`config.mk`:
```
export PLATFORM = sky130hd
export DESIGN_NAME = acs_sequencer
export DESIGN_NICKNAME = d
export VERILOG_FILES = /design/src/rtl/acs_pkg.sv /design/src/rtl/acs_sequencer.sv
export SDC_FILE = /design/constraint.sdc
export NUM_CORES = 1
export LEC_CHECK = 0
export ABC_CLOCK_PERIOD_IN_PS = 4500
export BUFFER_PORTS_ARGS = -buffer_cell sky130_fd_sc_hd__buf_4
export CAP_MARGIN = 5
export CELL_PAD_IN_SITES_DETAIL_PLACEMENT = 1
export CELL_PAD_IN_SITES_GLOBAL_PLACEMENT = 2
export CORE_MARGIN = 3
export CORE_UTILIZATION = 48
export CTS_CLUSTER_SIZE = 25
export DETAILED_ROUTE_END_ITERATION = 7
export PLACE_DENSITY_LB_ADDON = 0.12
export SLEW_MARGIN = 20
export SYNTH_ARGS = -nofsm -noshare
export SYNTH_HDL_FRONTEND = slang
export SYNTH_SLANG_ARGS = --single-unit
```
`constraint.sdc`:
```
create_clock -name MCLK -period 4.5 [get_ports MCLK]
set_input_delay 0.9 -clock MCLK [delete_from_list [all_inputs] [get_ports MCLK]]
set_output_delay 0.9 -clock MCLK [all_outputs]
set_load 0.02 [all_outputs]
```
`src/rtl/acs_pkg.sv`:
```
// Shared constants and types for the conversion sequencer.
package acs_pkg;
    // ============================================================
    // Widths and depths
    localparam int DATA_W     = 20;
    localparam int FIFO_DEPTH = 16;
    localparam int MODE_W     = 2;
    localparam int RES_W      = 5;
    // ============================================================
    // Priming: three conversions fill the decimator pipeline.
    localparam logic [1:0] PRIME_N   = 2'h3;
    localparam logic [1:0] PRIME_OFF = 2'h0;
    // ============================================================
    // Operating modes
    localparam logic [1:0] MODE_SINGLE = 2'h0;
    localparam logic [1:0] MODE_CONT   = 2'h1;
    localparam logic [1:0] MODE_MULTI  = 2'h2;
    localparam logic [1:0] MODE_TURBO  = 2'h3;
    // ============================================================
    // Resolution limits for turbo behaviour
    localparam logic [4:0] RES_TURBO_MIN = 5'h11;
    localparam logic [4:0] RES_TURBO_MAX = 5'h14;
    // ============================================================
    // Sequencer states
    typedef enum logic [2:0] {
        ST_IDLE = 3'h1,
        ST_CLR  = 3'h2,
        ST_RUN  = 3'h4
    } acs_state_t;
    typedef struct packed {
        logic [MODE_W-1:0] mode;
        logic [RES_W-1:0]  res;
    } acs_cfg_t;
    localparam acs_cfg_t CFG_RST = '{mode: 2'h0, res: 5'h10};
endpackage : acs_pkg

```
`src/rtl/acs_sequencer.sv`:
```
// Conversion sequencer for a delta-sigma converter with its result FIFO.
`timescale 1ns/1ns
`default_nettype none

// ============================================================
// Result FIFO
module acs_fifo #(
    parameter int W = 20,
    parameter int D = 16
) (
    input  wire logic         clk,
    input  wire logic         rst_n,
    input  wire logic         in_valid,
    output logic              in_ready,
    input  wire logic [W-1:0] in_data,
    output logic              out_valid,
    input  wire logic         out_ready,
    output logic [W-1:0]      out_data
);
    localparam int AW = $clog2(D);
    logic [W-1:0]  mem [D];
    logic [AW-1:0] wp;
    logic [AW-1:0] rp;
    logic [AW:0]   cnt;
    logic [AW-1:0] next_wp;
    logic [AW-1:0] next_rp;
    logic [AW:0]   next_cnt;
    logic          wr;
    logic          rd;

    always_comb begin
        in_ready  = (cnt != (AW+1)'(D));
        out_valid = (cnt != '0);
        out_data  = mem[rp];
        wr        = in_valid & in_ready;
        rd        = out_valid & out_ready;
        next_wp   = wr ? wp + 1'b1 : wp;
        next_rp   = rd ? rp + 1'b1 : rp;
        next_cnt  = cnt + (AW+1)'(wr) - (AW+1)'(rd);
    end

    always_ff @(posedge clk or negedge rst_n) begin
        if (!rst_n) begin
            wp  <= '0;
            rp  <= '0;
            cnt <= '0;
        end else begin
            wp  <= next_wp;
            rp  <= next_rp;
            cnt <= next_cnt;
        end
    end

    // Storage carries no reset so it can map onto plain memory.
    always_ff @(posedge clk) begin
        if (wr) begin
            mem[wp] <= in_data;
        end
    end
endmodule : acs_fifo

// ============================================================
// Sequencer top
module acs_sequencer
    import acs_pkg::*;
(
    // Clock and reset
    input  wire logic              MCLK,
    input  wire logic              RSTN,
    // Control and configuration
    input  wire logic              START_SW,
    input  wire logic              SOC,
    input  wire logic              STOP,
    input  wire logic              MUX_CHG,
    input  wire logic [MODE_W-1:0] MODE,
    input  wire logic [RES_W-1:0]  RES,
    // Decimator side
    input  wire logic              DEC_VALID,
    input  wire logic [DATA_W-1:0] DEC_DATA,
    output logic                   DEC_CLR,
    output logic                   DEC_RUN,
    output logic                   DEC_HOLD,
    // Reader side
    input  wire logic              RD,
    output logic [DATA_W-1:0]      RESULT,
    output logic                   EOC,
    output logic                   STATUS_DONE,
    // Status
    output logic                   BUSY,
    output logic                   OVERRUN
);
    // ============================================================
    // Sequencer state
    acs_state_t  state;
    acs_state_t  next_state;
    acs_cfg_t    cfg;
    acs_cfg_t    next_cfg;
    logic [1:0]  prime;
    logic [1:0]  next_prime;
    logic        next_clr;
    logic        next_run;
    logic        next_busy;
    logic        next_ovr;
    logic        start;
    logic        result;
    logic        push;
    logic        turbo_hi;
    logic        fifo_in_ready;
    logic        fifo_out_valid;
    logic        fifo_out_ready;
    logic [DATA_W-1:0] fifo_out_data;

    assign start    = START_SW | SOC;
    assign turbo_hi = (cfg.mode == MODE_TURBO) && (cfg.res >= RES_TURBO_MIN) && (cfg.res <= RES_TURBO_MAX);
    // A stop or an input change in the same cycle wins, so that word must never reach the FIFO.
    assign result   = (state == ST_RUN) && DEC_VALID && (prime == PRIME_OFF) && !STOP && !MUX_CHG;
    assign push     = result & fifo_in_ready;

    always_comb begin
        next_state = state;
        next_cfg   = cfg;
        next_prime = prime;
        next_ovr   = OVERRUN;
        case (state)
            ST_IDLE: begin
                // Nothing runs until software or the trigger starts it.
                if (start) begin
                    next_cfg   = '{mode: MODE, res: RES};
                    next_ovr   = 1'b0;
                    next_state = ST_CLR;
                end
            end
            ST_CLR: begin
                if (STOP) begin
                    next_state = ST_IDLE;
                end else begin
                    next_prime = PRIME_N;
                    next_state = ST_RUN;
                end
            end
            ST_RUN: begin
                if (STOP) begin
                    next_state = ST_IDLE;
                end else if (MUX_CHG) begin
                    next_prime = PRIME_N;
                end else if (DEC_VALID) begin
                    if (prime != PRIME_OFF) begin
                        next_prime = prime - 2'h1;
                    end else begin
                        if (!fifo_in_ready) begin
                            next_ovr = 1'b1;
                        end
                        case (cfg.mode)
                            MODE_SINGLE: next_state = ST_IDLE;
                            MODE_CONT:   next_state = ST_RUN;
                            MODE_MULTI:  next_state = ST_CLR;
                            MODE_TURBO:  next_state = turbo_hi ? ST_RUN : ST_CLR;
                            default:     next_state = ST_IDLE;
                        endcase
                    end
                end
            end
            default: next_state = ST_IDLE;
        endcase
        next_clr  = (next_state == ST_CLR);
        next_run  = (next_state == ST_RUN);
        next_busy = (next_state != ST_IDLE);
    end

    always_ff @(posedge MCLK or negedge RSTN) begin
        if (!RSTN) begin
            state   <= ST_IDLE;
            cfg     <= CFG_RST;
            prime   <= PRIME_OFF;
            DEC_CLR <= 1'b0;
            DEC_RUN <= 1'b0;
            BUSY    <= 1'b0;
            OVERRUN <= 1'b0;
        end else begin
            state   <= next_state;
            cfg     <= next_cfg;
            prime   <= next_prime;
            DEC_CLR <= next_clr;
            DEC_RUN <= next_run;
            BUSY    <= next_busy;
            OVERRUN <= next_ovr;
        end
    end

    // ============================================================
    // Result buffering
    // A full FIFO raises the hold request; a result that still arrives is lost and flagged.
    acs_fifo #(
        .W (DATA_W),
        .D (FIFO_DEPTH)
    ) u_fifo (
        .clk       (MCLK),
        .rst_n     (RSTN),
        .in_valid  (result),
        .in_ready  (fifo_in_ready),
        .in_data   (DEC_DATA),
        .out_valid (fifo_out_valid),
        .out_ready (fifo_out_ready),
        .out_data  (fifo_out_data)
    );

    // ============================================================
    // Output stage and done flag
    logic              next_eoc;
    logic              next_hold;
    logic [DATA_W-1:0] next_result;

    assign fifo_out_ready = !EOC | RD;

    always_comb begin
        next_result = RESULT;
        next_eoc    = EOC;
        next_hold   = !fifo_in_ready;
        // A load in the same cycle as a read keeps the flag set.
        if (fifo_out_valid && fifo_out_ready) begin
            next_result = fifo_out_data;
            next_eoc    = 1'b1;
        end else if (RD) begin
            next_eoc = 1'b0;
        end
    end

    always_ff @(posedge MCLK or negedge RSTN) begin
        if (!RSTN) begin
            RESULT      <= '0;
            EOC         <= 1'b0;
            STATUS_DONE <= 1'b0;
            DEC_HOLD    <= 1'b0;
        end else begin
            RESULT      <= next_result;
            EOC         <= next_eoc;
            STATUS_DONE <= next_eoc;
            DEC_HOLD    <= next_hold;
        end
    end
endmodule : acs_sequencer

`default_nettype wire

```
==> results.md, run 1 <==
* Status: finished clean
* Htree depth at 2
* Post-Synthesis Cells at 693
* Pwr Total at roughly 10 mW
* CP Launch Type: flip-flop
* Die Area at approximately 32000 µm²
* Routed wire per std cell at approximately 27 µm
* VDD IR max at 0.000422 V
* Worst slew pin tran at between 800 and 900 ps
* DR WL met3 at 1410 µm
* Area grow syn2layout at 15.8%
* Avg Inst Size Synth at about 21 µm²
* Die height at 180 µm
* Top Layer Used: met4
* Clock sink count at between 300 and 400
* Max cap viols at 0
* Fin crit period at ~3000 ps
* Postcts setup bufs at 0
* WP data required at 4720 ps
* Cell taking the most area after synthesis: edfxtp_1
* Synth Area in XOR/XNOR at 0.666%
* Largest family of logic cells by synthesized area: multiplexers
* I/O pins at 62
* Dpl hpwl at between 20000 and 25000 µm
* Port buffer count at 61
* Critical path class: flip-flop to flip-flop
* Count leader, synth: edfxtp_1
* #FFs+latches synth at around 370
* Antenna-violating nets left at 0
* Synth unique cells at 40
* Layout fillers at 2513
* Mux cell area share after synthesis at 14.7%
* CTS clk-pin slew, worst paths at about 60 ps
* Design Area, Final at around 17000 µm²
* Leakage at 5.83 nW
* Post_cts resized at 0
* Final Setup Violations at 0
* Total track usage at 20.6%
* Largest net degree at the start of global routing at 52
* Crit-path cells: inv_1, ha_1, and4bb_2, nor4b_4, nand2_1, nor2_2, buf_4
* Crit Path Max Fanout at 11
* Placed insts at around 1100
* CP bufs+invs at 2
* Total CTS buffers at 39
* Yosys top cell area share at around 66%
* Synth Area in Adders at around 1.2%
* Post-route setup slack at about 1500 ps
* Met1 WL at 14800 µm
* DR WL met2 at roughly 16000 µm
* Synth warn at 0
* Initial core utilization at between 40% and 50%
* Compound-gate portion of the synthesized area at roughly 3.8%
* Via Count at roughly 7000
* Dpl ws at about 1000 ps
* Share of cells above drive strength 1 at 30.6%
* Core Region at 29200 µm²
* Simple-Gate Fraction of Synth Area at 2.09%
* Asr flop ratio synth at 13.7%
* Critical Path AT at 3260 ps
* Worst hold path class: primary input to asynchronous set/reset pin
* First-pass GRT wire length at 49700 µm
* Hold WS at 449 ps
* DRC violation count after routing at 0
* Vias in the first global route at between 7000 and 8000
* Root Buffer Master: clkbuf_16
* Num rows at slightly above 60
* EDFF count, synth at 320
* CTS Buffer Depth at 3
* Die X-Extent at 180 µm
* Fin. Hold Viols at 0
* Top_reg_cell synth: edfxtp_1
* Post-Syn Area at ~14000 µm²
* Synth top area cells: edfxtp_1, mux4_2, dfrtp_1
* Initial antenna violation count at 0
* DR vias/cell at around 5.8
* Peak per-stage delay on the critical path at 620 ps
* Fin crit share at about two thirds
* CP top delay family: simple AND/OR/NAND/NOR gates
* Worst Skew at approximately 14 ps
* Post-DP Area at between 15000 and 20000 µm²
* Synth cell count leaders: edfxtp_1, mux4_2, dfrtp_1
* Total negative slack at 0 ps
* Normalized max-slew margin at between 40% and 50%
* RePlAce Congestion at 0.760
* TritonCTS clock tree: yes
* TritonRoute pass-1 iters at 5
* FMAX at ~0.33 GHz
* DRT iter0 DRCs at approximately 630
* RSZ-0062 raised after global routing: false
* Nets at 834
* Final core occ at between 50% and 60%
* Non-Filler Instances at between 1000 and 1500
* Seq/Total Area, Yosys at 75.2%
* GRT overflow at 0
* Routed Wire Length at approximately 33000 µm
* Cts hold-fix bufs at 0
* Pins over their slew limit at 0
* Critical path's slowest cell: nor2_2
* Mapped Nets at 741
* Clock latency on the worst-skew pair at 530 ps
* CP endpoint kind: flip-flop
* P per Cell Area at roughly 600 nW/µm²
[worst paths after layout]
kind / start / to / slack, ps / depth (start not counted)
worst max-delay path: u_fifo.cnt[3] / u_fifo.mem[6][19] / 1470 / 7
worst min-delay path: RSTN / prime[1] / 450 / 1
worst max register to register: u_fifo.cnt[3] / u_fifo.mem[6][19] / 1470 / 7
worst min register to register: RESULT[7] / RESULT[7] / 480 / 1
max in group asynchronous: RSTN / u_fifo.rp[1] / 3470 / 1
min in group MCLK: RESULT[7] / RESULT[7] / 480 / 1
[metal layers]
metal  vias up  track usage, %
met5         -               0
met4         0            4.98
met3        36            3.23
met2       180            33.5
met1      3758            29.9
li1       3028               -
[sequential cells by signal, summed over array words and instances (netlist names), 2 cells and up]
signal and flops:
u_fifo.wp 4, u_fifo.cnt 5, prime 2, u_fifo.mem 320, RESULT 20, state 3
cfg 7, u_fifo.rp 4
[layout by cell type, fill, tap and decap left out, types with 3 or more instances in the layout]
| cell | instances |
|---|---|
| inv_6 | 3 |
| clkbuf_8 | 7 |
| mux4_2 | 66 |
| xnor2_1 | 9 |
| nor2_1 | 6 |
| dfrtp_1 | 46 |
| nor3_1 | 3 |
| o22ai_1 | 20 |
| nand2b_1 | 5 |
| edfxtp_1 | 320 |
| nor3_2 | 4 |
| clkinv_2 | 4 |
| inv_1 | 16 |
| a21oi_1 | 7 |
| mux2_2 | 7 |
| clkinv_1 | 5 |
| mux2i_1 | 20 |
| mux4_1 | 14 |
| nor2_2 | 12 |
| nor2b_1 | 3 |
| bufinv_16 | 4 |
| clkbuf_1 | 7 |
| ha_1 | 12 |
| nand2_1 | 14 |
| clkbuf_16 | 39 |
| o21ai_0 | 4 |
| a21o_1 | 21 |
| buf_4 | 87 |
| a211oi_1 | 19 |
[area by class of cell]
| cell class | instances | area (µm²) | share of cell area (%) |
|---|---|---|---|
| diodes | 1 | 2.50 | 0.0149 |
| clock buffers | 53 | 1100 | 6.56 |
| clock inverters | 18 | 200 | 1.19 |
| inverters | 16 | 60.1 | 0.358 |
| multi-input cells | 269 | 3320 | 19.8 |
| flip-flops and latches | 371 | 10900 | 65.0 |
| well taps | 384 | 480 | 2.87 |
| repair buffers | 89 | 693 | 4.14 |
[power breakdown]
group	internal, mW	switching (mW)	leakage (nW)
clock	1.94	1.29	0.633
sequential	3.95	0.400	3.47
combinational	1.23	1.19	1.73
total	7.13	2.87	5.83
[logic make-up after synthesis]
group           Yosys count
simple gates             58
xor+xnor                 11
fa+ha+maj                13
buf+inv                  53
flops                   371
compound gates           80
mux                     107
Power figures use the tool's default switching activity.
==> inputs of run 2 (changes only) <==
Settings changed: ABC_CLOCK_PERIOD_IN_PS 4500 to 2500, CORE_UTILIZATION 48 to 44.
Clock period 4.5 ns to 2.5 ns, I/O delays scaled along.
==> run 2 against run 1 <==
- global-route usage down 1.2 points
- total power rose by 83%
- critical endpoint is now u_fifo.mem[12][14]
- cell count grew 7.8%
- non-clock buffer count is 41 higher
- utilization down 2.8 points
- sequential power rose by 76%
==> results.md, run 2 (synthesized netlist as in run 1, its figures left out) <==
* Normalized max-slew margin at 46.3% (+4.2 points)
* Design Area, Final at 17400 µm² (+3.9%)
* Worst hold path class: primary input to asynchronous set/reset pin
* Cts hold-fix bufs at 0 (unchanged)
* Leakage at 6.07 nW (+4.1%)
* Largest register FFs at 320 (unchanged)
* CP endpoint kind: flip-flop
* DRC violation count after routing at 0 (unchanged)
* Die X-Extent at 187 µm (+4.3%)
* Critical path class: flip-flop to flip-flop
* Antenna Cells at 0 (-1)
* Fin. Hold Viols at 0 (unchanged)
* Pwr Total at 18.3 mW (+83%)
* Dpl hpwl at 21000 µm (+1.2%)
* Commonest cells after routing, fill and taps aside: edfxtp_1, buf_4, mux4_2
* Share of cells above drive strength 1 at 35.6% (+4.9 points)
* Port buffer count at 61 (unchanged)
* Critical Path AT at 2660 ps (-600 ps)
* Num rows at 65 (+4.8%)
* FMAX at 0.408 GHz (+24%)
* Commonest non-fill, non-tap cell in the layout: edfxtp_1
* DRT iter0 DRCs at 504 (-20%)
* Peak per-stage delay on the critical path at 410 ps (-210 ps)
* Post-DP Area at 16000 µm² (+3.5%)
* First-pass GRT wire length at 51300 µm (+3.3%)
* Max cap viols at 0 (unchanged)
* Status: finished clean
* Fin crit period at 2450 ps (-579 ps)
* WP data required at 2710 ps (-2010 ps)
* Worst slew pin tran at 806 ps (-63.5 ps)
* Worst Skew at 19.0 ps (+5.29 ps)
* Largest registers: u_fifo.mem: 320 flops, RESULT: 20 flops, cfg: 7 flops
* Die height at 187 µm (+4.3%)
* Nets at 876 (+5.0%)
* RSZ-0062 raised after global routing: true
* Initial antenna violation count at 0 (unchanged)
* Critical path's slowest cell: nor4b_4
* Antenna-violating nets left at 0 (unchanged)
* Vias in the first global route at 7944 (+3.2%)
* GRT overflow at 0 (unchanged)
* Final Setup Violations at 0 (unchanged)
* TritonRoute pass-1 iters at 5 (unchanged)
* P per Cell Area at 1050 nW/µm² (+76%)
* Initial core utilization at 45.3% (-4.2 points)
* CTS Buffer Depth at 3 (unchanged)
* I/O pins at 62 (unchanged)
* Htree depth at 2 (unchanged)
* RePlAce Congestion at 0.775 (+1.9%)
* VDD IR max at 0.000530 V (+26%)
* Largest net degree at the start of global routing at 52 (unchanged)
* Pins over their slew limit at 0 (unchanged)
* Total CTS buffers at 40 (+2.6%)
* Die Area at 35100 µm² (+8.8%)
* Crit Path Max Fanout at 20 (+9)
* Layer with the highest usage: met2
* Via Count at 7157 (+2.2%)
* Core Region at 32000 µm² (+9.3%)
* Crit-path cells: inv_2, ha_4, and4bb_2, nor4b_4, buf_4, nand2_1, nor2_2, buf_12
* Met1 Use GR at 26.8% (-3.1 points)
* Clock latency on the worst-skew pair at 530 ps (about the same)
* CP bufs+invs at 3 (+1)
* Routed Wire Length at 33400 µm (+1.4%)
* CP Launch Type: flip-flop
* Clock sink count at 371 (unchanged)
* CP top delay family: simple AND/OR/NAND/NOR gates
* CTS clk-pin slew, worst paths at 60 ps (about the same)
* Routing usage on met3 at 2.92% (-0.31 points)
* Fin crit share at 98.1% (+31 points)
* Root Buffer Master: clkbuf_16
* Total track usage at 19.4% (-1.2 points)
* DR vias/cell at 5.53 (-5.2%)
* Met2 Resource Use GR at 33.2% (-0.35 points)
* Register ranked first by flip-flop count: u_fifo.mem
* TritonCTS clock tree: yes
* Area grow syn2layout at 20.3%
* Routed wire per std cell at 25.8 µm (-6.0%)
[run 2: layout make-up]
type / instances / area [µm²]
repair buffers: 130 / 1210
flip-flops and latches: 371 / 10900
clock buffers: 60 / 1170
inverters: 16 / 60.1
clock inverters: 14 / 135
multi-input cells: 269 / 3400
well taps: 435 / 544
fillers: 2827 / 14500
[run 2: report_power, final]
group,switching (mW),internal [mW]
Clock,2.31,3.45
Sequential,0.549,7.11
Combinational,2.27,2.58
[run 2: metrics by stage]
stage	std cells	setup TNS, ps	setup WS [ps]	hold WS (ps)	util (%)
final	1295	0	47.3	65.9	54.5
after global routing	1295	-324	-39.4	113	54.5
after CTS	1289	-25.2	-25.2	82.8	54.2
after detailed placement	1214	-3480	-115	471	50.0
after global placement	1214	0	9.45	462	50.0
after floorplan	693	-47950	-278	204	-
[run 2: worst paths after layout]
kind / from / endpoint / slack [ps] / depth (start not counted)
min in group MCLK: RD / STATUS_DONE / 170 / 2
max in group asynchronous: RSTN / u_fifo.rp[1] / 1830 / 1
min: RSTN / RESULT[16] / 70 / 1
min reg2reg: RESULT[15] / RESULT[15] / 480 / 1
max reg2reg: u_fifo.cnt[2] / u_fifo.mem[12][14] / 50 / 8
max: u_fifo.cnt[2] / u_fifo.mem[12][14] / 50 / 8
[run 2: routing by layer]
layer,vias up,part of all wire (%)
met5,-,0
met4,0,1.8
met3,48,4.0
met2,172,51
met1,3828,43
li1,3109,-
[run 2: repair_timing]
item / in CTS / in global routing
buffers inserted: 1 / 6
pin swaps: 1 / 6
gates resized for setup: 12 / 10
setup endpoints to repair: 186 / 140
==> inputs of run 3 (changes only) <==
Settings changed: CORE_UTILIZATION 44 to 43, SYNTH_HIERARCHICAL set to 1.
==> run 3 against run 2 <==
- the flow now finishes with violations (negative setup slack)
- first-iteration DRC count fell by 1.8%
- critical path type unchanged
- total power rose by 4.1%
- cell area rose by 2.3%
- clock power rose by 1%
==> results.md, run 3 <==
* Top_reg_cell synth: edfxtp_1
* Port buffer count at 61 (unchanged)
* Yosys top cell area share at 65.6% (-0.79 points)
* Fin crit share at 103% (+4.9 points)
* Post-route setup slack at -74.2 ps (-122 ps)
* Synth cell count leaders: edfxtp_1, mux2i_1, dfrtp_1
* TritonCTS clock tree: yes
* Leakage at 6.32 nW (+4.1%)
* Via Count at 7726 (+8.0%)
* DRC violation count after routing at 0 (unchanged)
* Comb power frac at 30.7% (+4.1 points)
* Avg Inst Size Synth at 18.9 µm² (-9.5%)
* TritonRoute pass-1 iters at 5 (unchanged)
* Die height at 191 µm (+1.7%)
* #FFs+latches synth at 371 (unchanged)
* RePlAce Congestion at 0.827 (+6.8%)
* Critical path class: flip-flop to flip-flop
* Clock latency on the worst-skew pair at 520 ps (about the same)
* Largest registers: u_fifo/mem: 320 flops, RESULT: 20 flops, cfg: 7 flops
* Vias in the first global route at 8246 (+3.8%)
* Dpl ws at -376 ps (-261 ps)
* Root Buffer Master: clkbuf_16
* Commonest cells after routing, fill and taps aside: edfxtp_1, buf_4, mux2i_1
* Layout fillers at 2956 (+4.6%)
* I/O pins at 62 (unchanged)
* Total CTS buffers at 40 (unchanged)
* Largest net degree at the start of global routing at 53 (+1.9%)
* Mapped Nets at 823 (+11%)
* FMAX at 0.388 GHz (-4.7%)
* Post-Syn Area at 14600 µm² (+1.2%)
* Fin crit period at 2570 ps (+122 ps)
* Post-DP Area at 16300 µm² (+1.9%)
* Worst hold path class: primary input to asynchronous set/reset pin
* Nets at 963 (+9.9%)
* Placed insts at 1300 (+7.1%)
* CTS Buffer Depth at 3 (unchanged)
* Clk pwr share at 30.7% (-0.8 points)
* VDD IR max at 0.000552 V (+4.1%)
* Synth top area cells: edfxtp_1, dfrtp_1, mux4_2
* Initial antenna violation count at 0 (unchanged)
* Commonest non-fill, non-tap cell in the layout: edfxtp_1
* Status: complete, but fails checks
* DRT iter0 DRCs at 495 (-1.8%)
* Synth warn at 6 (+6)
* Count leader, synth: edfxtp_1
* Die X-Extent at 191 µm (+1.7%)
* Htree depth at 2 (unchanged)
* CP endpoint kind: flip-flop
* Final Setup Violations at 1 (+1)
* Switch Pwr at 5.70 mW (+11%)
* First-pass GRT wire length at 51500 µm (+0.38%)
* Total track usage at 19.0% (-0.42 points)
* Worst slew pin tran at 760 ps (-45.9 ps)
* Post-Synthesis Cells at 775 (+12%)
* Design Area, Final at 17800 µm² (+2.3%)
* CTS clk-pin slew, worst paths at 60 ps (about the same)
* Largest register FFs at 320 (unchanged)
* Routed wire per std cell at 24.6 µm (-4.6%)
* Area grow syn2layout at 21.6%
* Dpl hpwl at 22200 µm (+5.7%)
* Final core occ at 53.9% (-0.56 points)
* Hold WS at 57.5 ps (-8.33 ps)
* Pwr Total at 19.0 mW (+4.1%)
* Failing checks: negative setup slack
* Seq/Total Area, Yosys at 74.3% (-0.90 points)
* GRT overflow at 0 (unchanged)
* Initial core utilization at 44.3% (-0.94 points)
* DR vias/cell at 5.56 (+0.64%)
* P per Cell Area at 1070 nW/µm² (+1.8%)
* Clock sink count at 371 (unchanged)
* Sequential Power Share at 38.6% (-3.3 points)
* Share of cells above drive strength 1 at 32.3% (-3.2 points)
* Switching Share at 29.9% (+1.8 points)
* Pint at 13.3 mW (+1.4%)
* Antenna-violating nets left at 0 (unchanged)
* Critical Path AT at 3020 ps (+360 ps)
* RSZ-0062 raised after global routing: true
* Fin. Hold Viols at 0 (unchanged)
* Die Area at 36300 µm² (+3.5%)
* Normalized max-slew margin at 49.3% (+3.1 points)
* Core Region at 33000 µm² (+3.3%)
* Register ranked first by flip-flop count: u_fifo/mem
* Total negative slack at -74.2 ps (-74.2 ps)
* Non-Filler Instances at 1389 (+7.3%)
* Pins over their slew limit at 0 (unchanged)
* Worst Skew at 14.1 ps (-4.88 ps)
* Synth unique cells at 52 (+30%)
* Num rows at 66 (+1.5%)
* Crit Path Max Fanout at 2 (-90%)
* Max cap viols at 0 (unchanged)
* EDFF count, synth at 320 (unchanged)
* Cell taking the most area after synthesis: edfxtp_1
* Asr flop ratio synth at 13.7% (unchanged)
* Routed Wire Length at 34200 µm (+2.3%)
* WP data required at 2940 ps (+230 ps)
* CP Launch Type: flip-flop
-- run 3: kinds of logic (layout without fill, tap and decap cells) --
group,after synthesis,in the layout,synth area share [%]
flops,371,371,74.3
mux,149,149,13.9
compound gates,98,98,4.99
simple gates,72,75,2.89
buf+inv,61,229,2.11
fa+ha+maj,13,13,1.16
xor+xnor,11,11,0.658
other cells,0,1,0
-- run 3: worst paths after layout --
| path | start | end | slack (ps) | cells past startpoint |
|---|---|---|---|---|
| worst max register to register | u_fifo/cnt[2] | u_fifo/cnt[4] | -70 | 13 |
| worst min-delay path | RSTN | u_fifo/cnt[0] | 60 | 1 |
| worst min register to register | cfg[3] | cfg[3] | 500 | 1 |
| max in group asynchronous | RSTN | u_fifo/rp[0] | 1890 | 1 |
| worst max-delay path | u_fifo/cnt[2] | u_fifo/cnt[4] | -70 | 13 |
| min in group MCLK | RES[2] | cfg[2] | 200 | 2 |
-- run 3: what timing repair did --
item,4_1_cts,5_1_grt
gates resized for setup,8,4
setup endpoints to repair,157,96
hold buffers,0,0
pin swaps,6,8
setup buffers,1,8
gates cloned,1,5
-- run 3: critical path: stages (launching register included) --
cell and delay [ps]:
dfrtp_1 390, inv_2 90, ha_4 140, or4b_4 460, and2_4 170, ha_4 230, inv_2 60, ha_4 120
inv_2 40, fa_2 360, inv_1 60, a21oi_1 60, o21bai_1 200, xnor2_1 140
-- run 3: routing by layer --
metal / vias to the layer above / share of wire [%] / wire length, µm / global-route usage (%)
met4: 0 / 1.3 / 436 / 3.56
met5: - / 0 / 0 / 0
met3: 33 / 5.0 / 1710 / 3.60
met2: 177 / 49 / 16600 / 30.9
met1: 4104 / 45 / 15500 / 27.3
li1: 3412 / - / - / -
-- run 3: cell type report --
cell class                 count  area [µm²]  share of cell area, %
sequential                   371       10900                   61.2
timing repair buffer         137        1320                   7.42
multi-input combinational    346        3640                   20.4
tap                          442         553                   3.10
inverter                      19        78.8                  0.443
clock buffer                  55        1150                   6.45
clock inverter                18         178                  0.997
antenna                        1        2.50                 0.0140
-- run 3: power groups by stage --
stage	logic, mW	clock network (mW)	registers (mW)
after floorplan	3.51	0	7.64
after global placement	5.65	0	7.45
after detailed placement	5.77	0	7.47
after CTS	5.82	5.99	7.35
after global routing	6.31	6.28	7.40
final	5.84	5.83	7.35
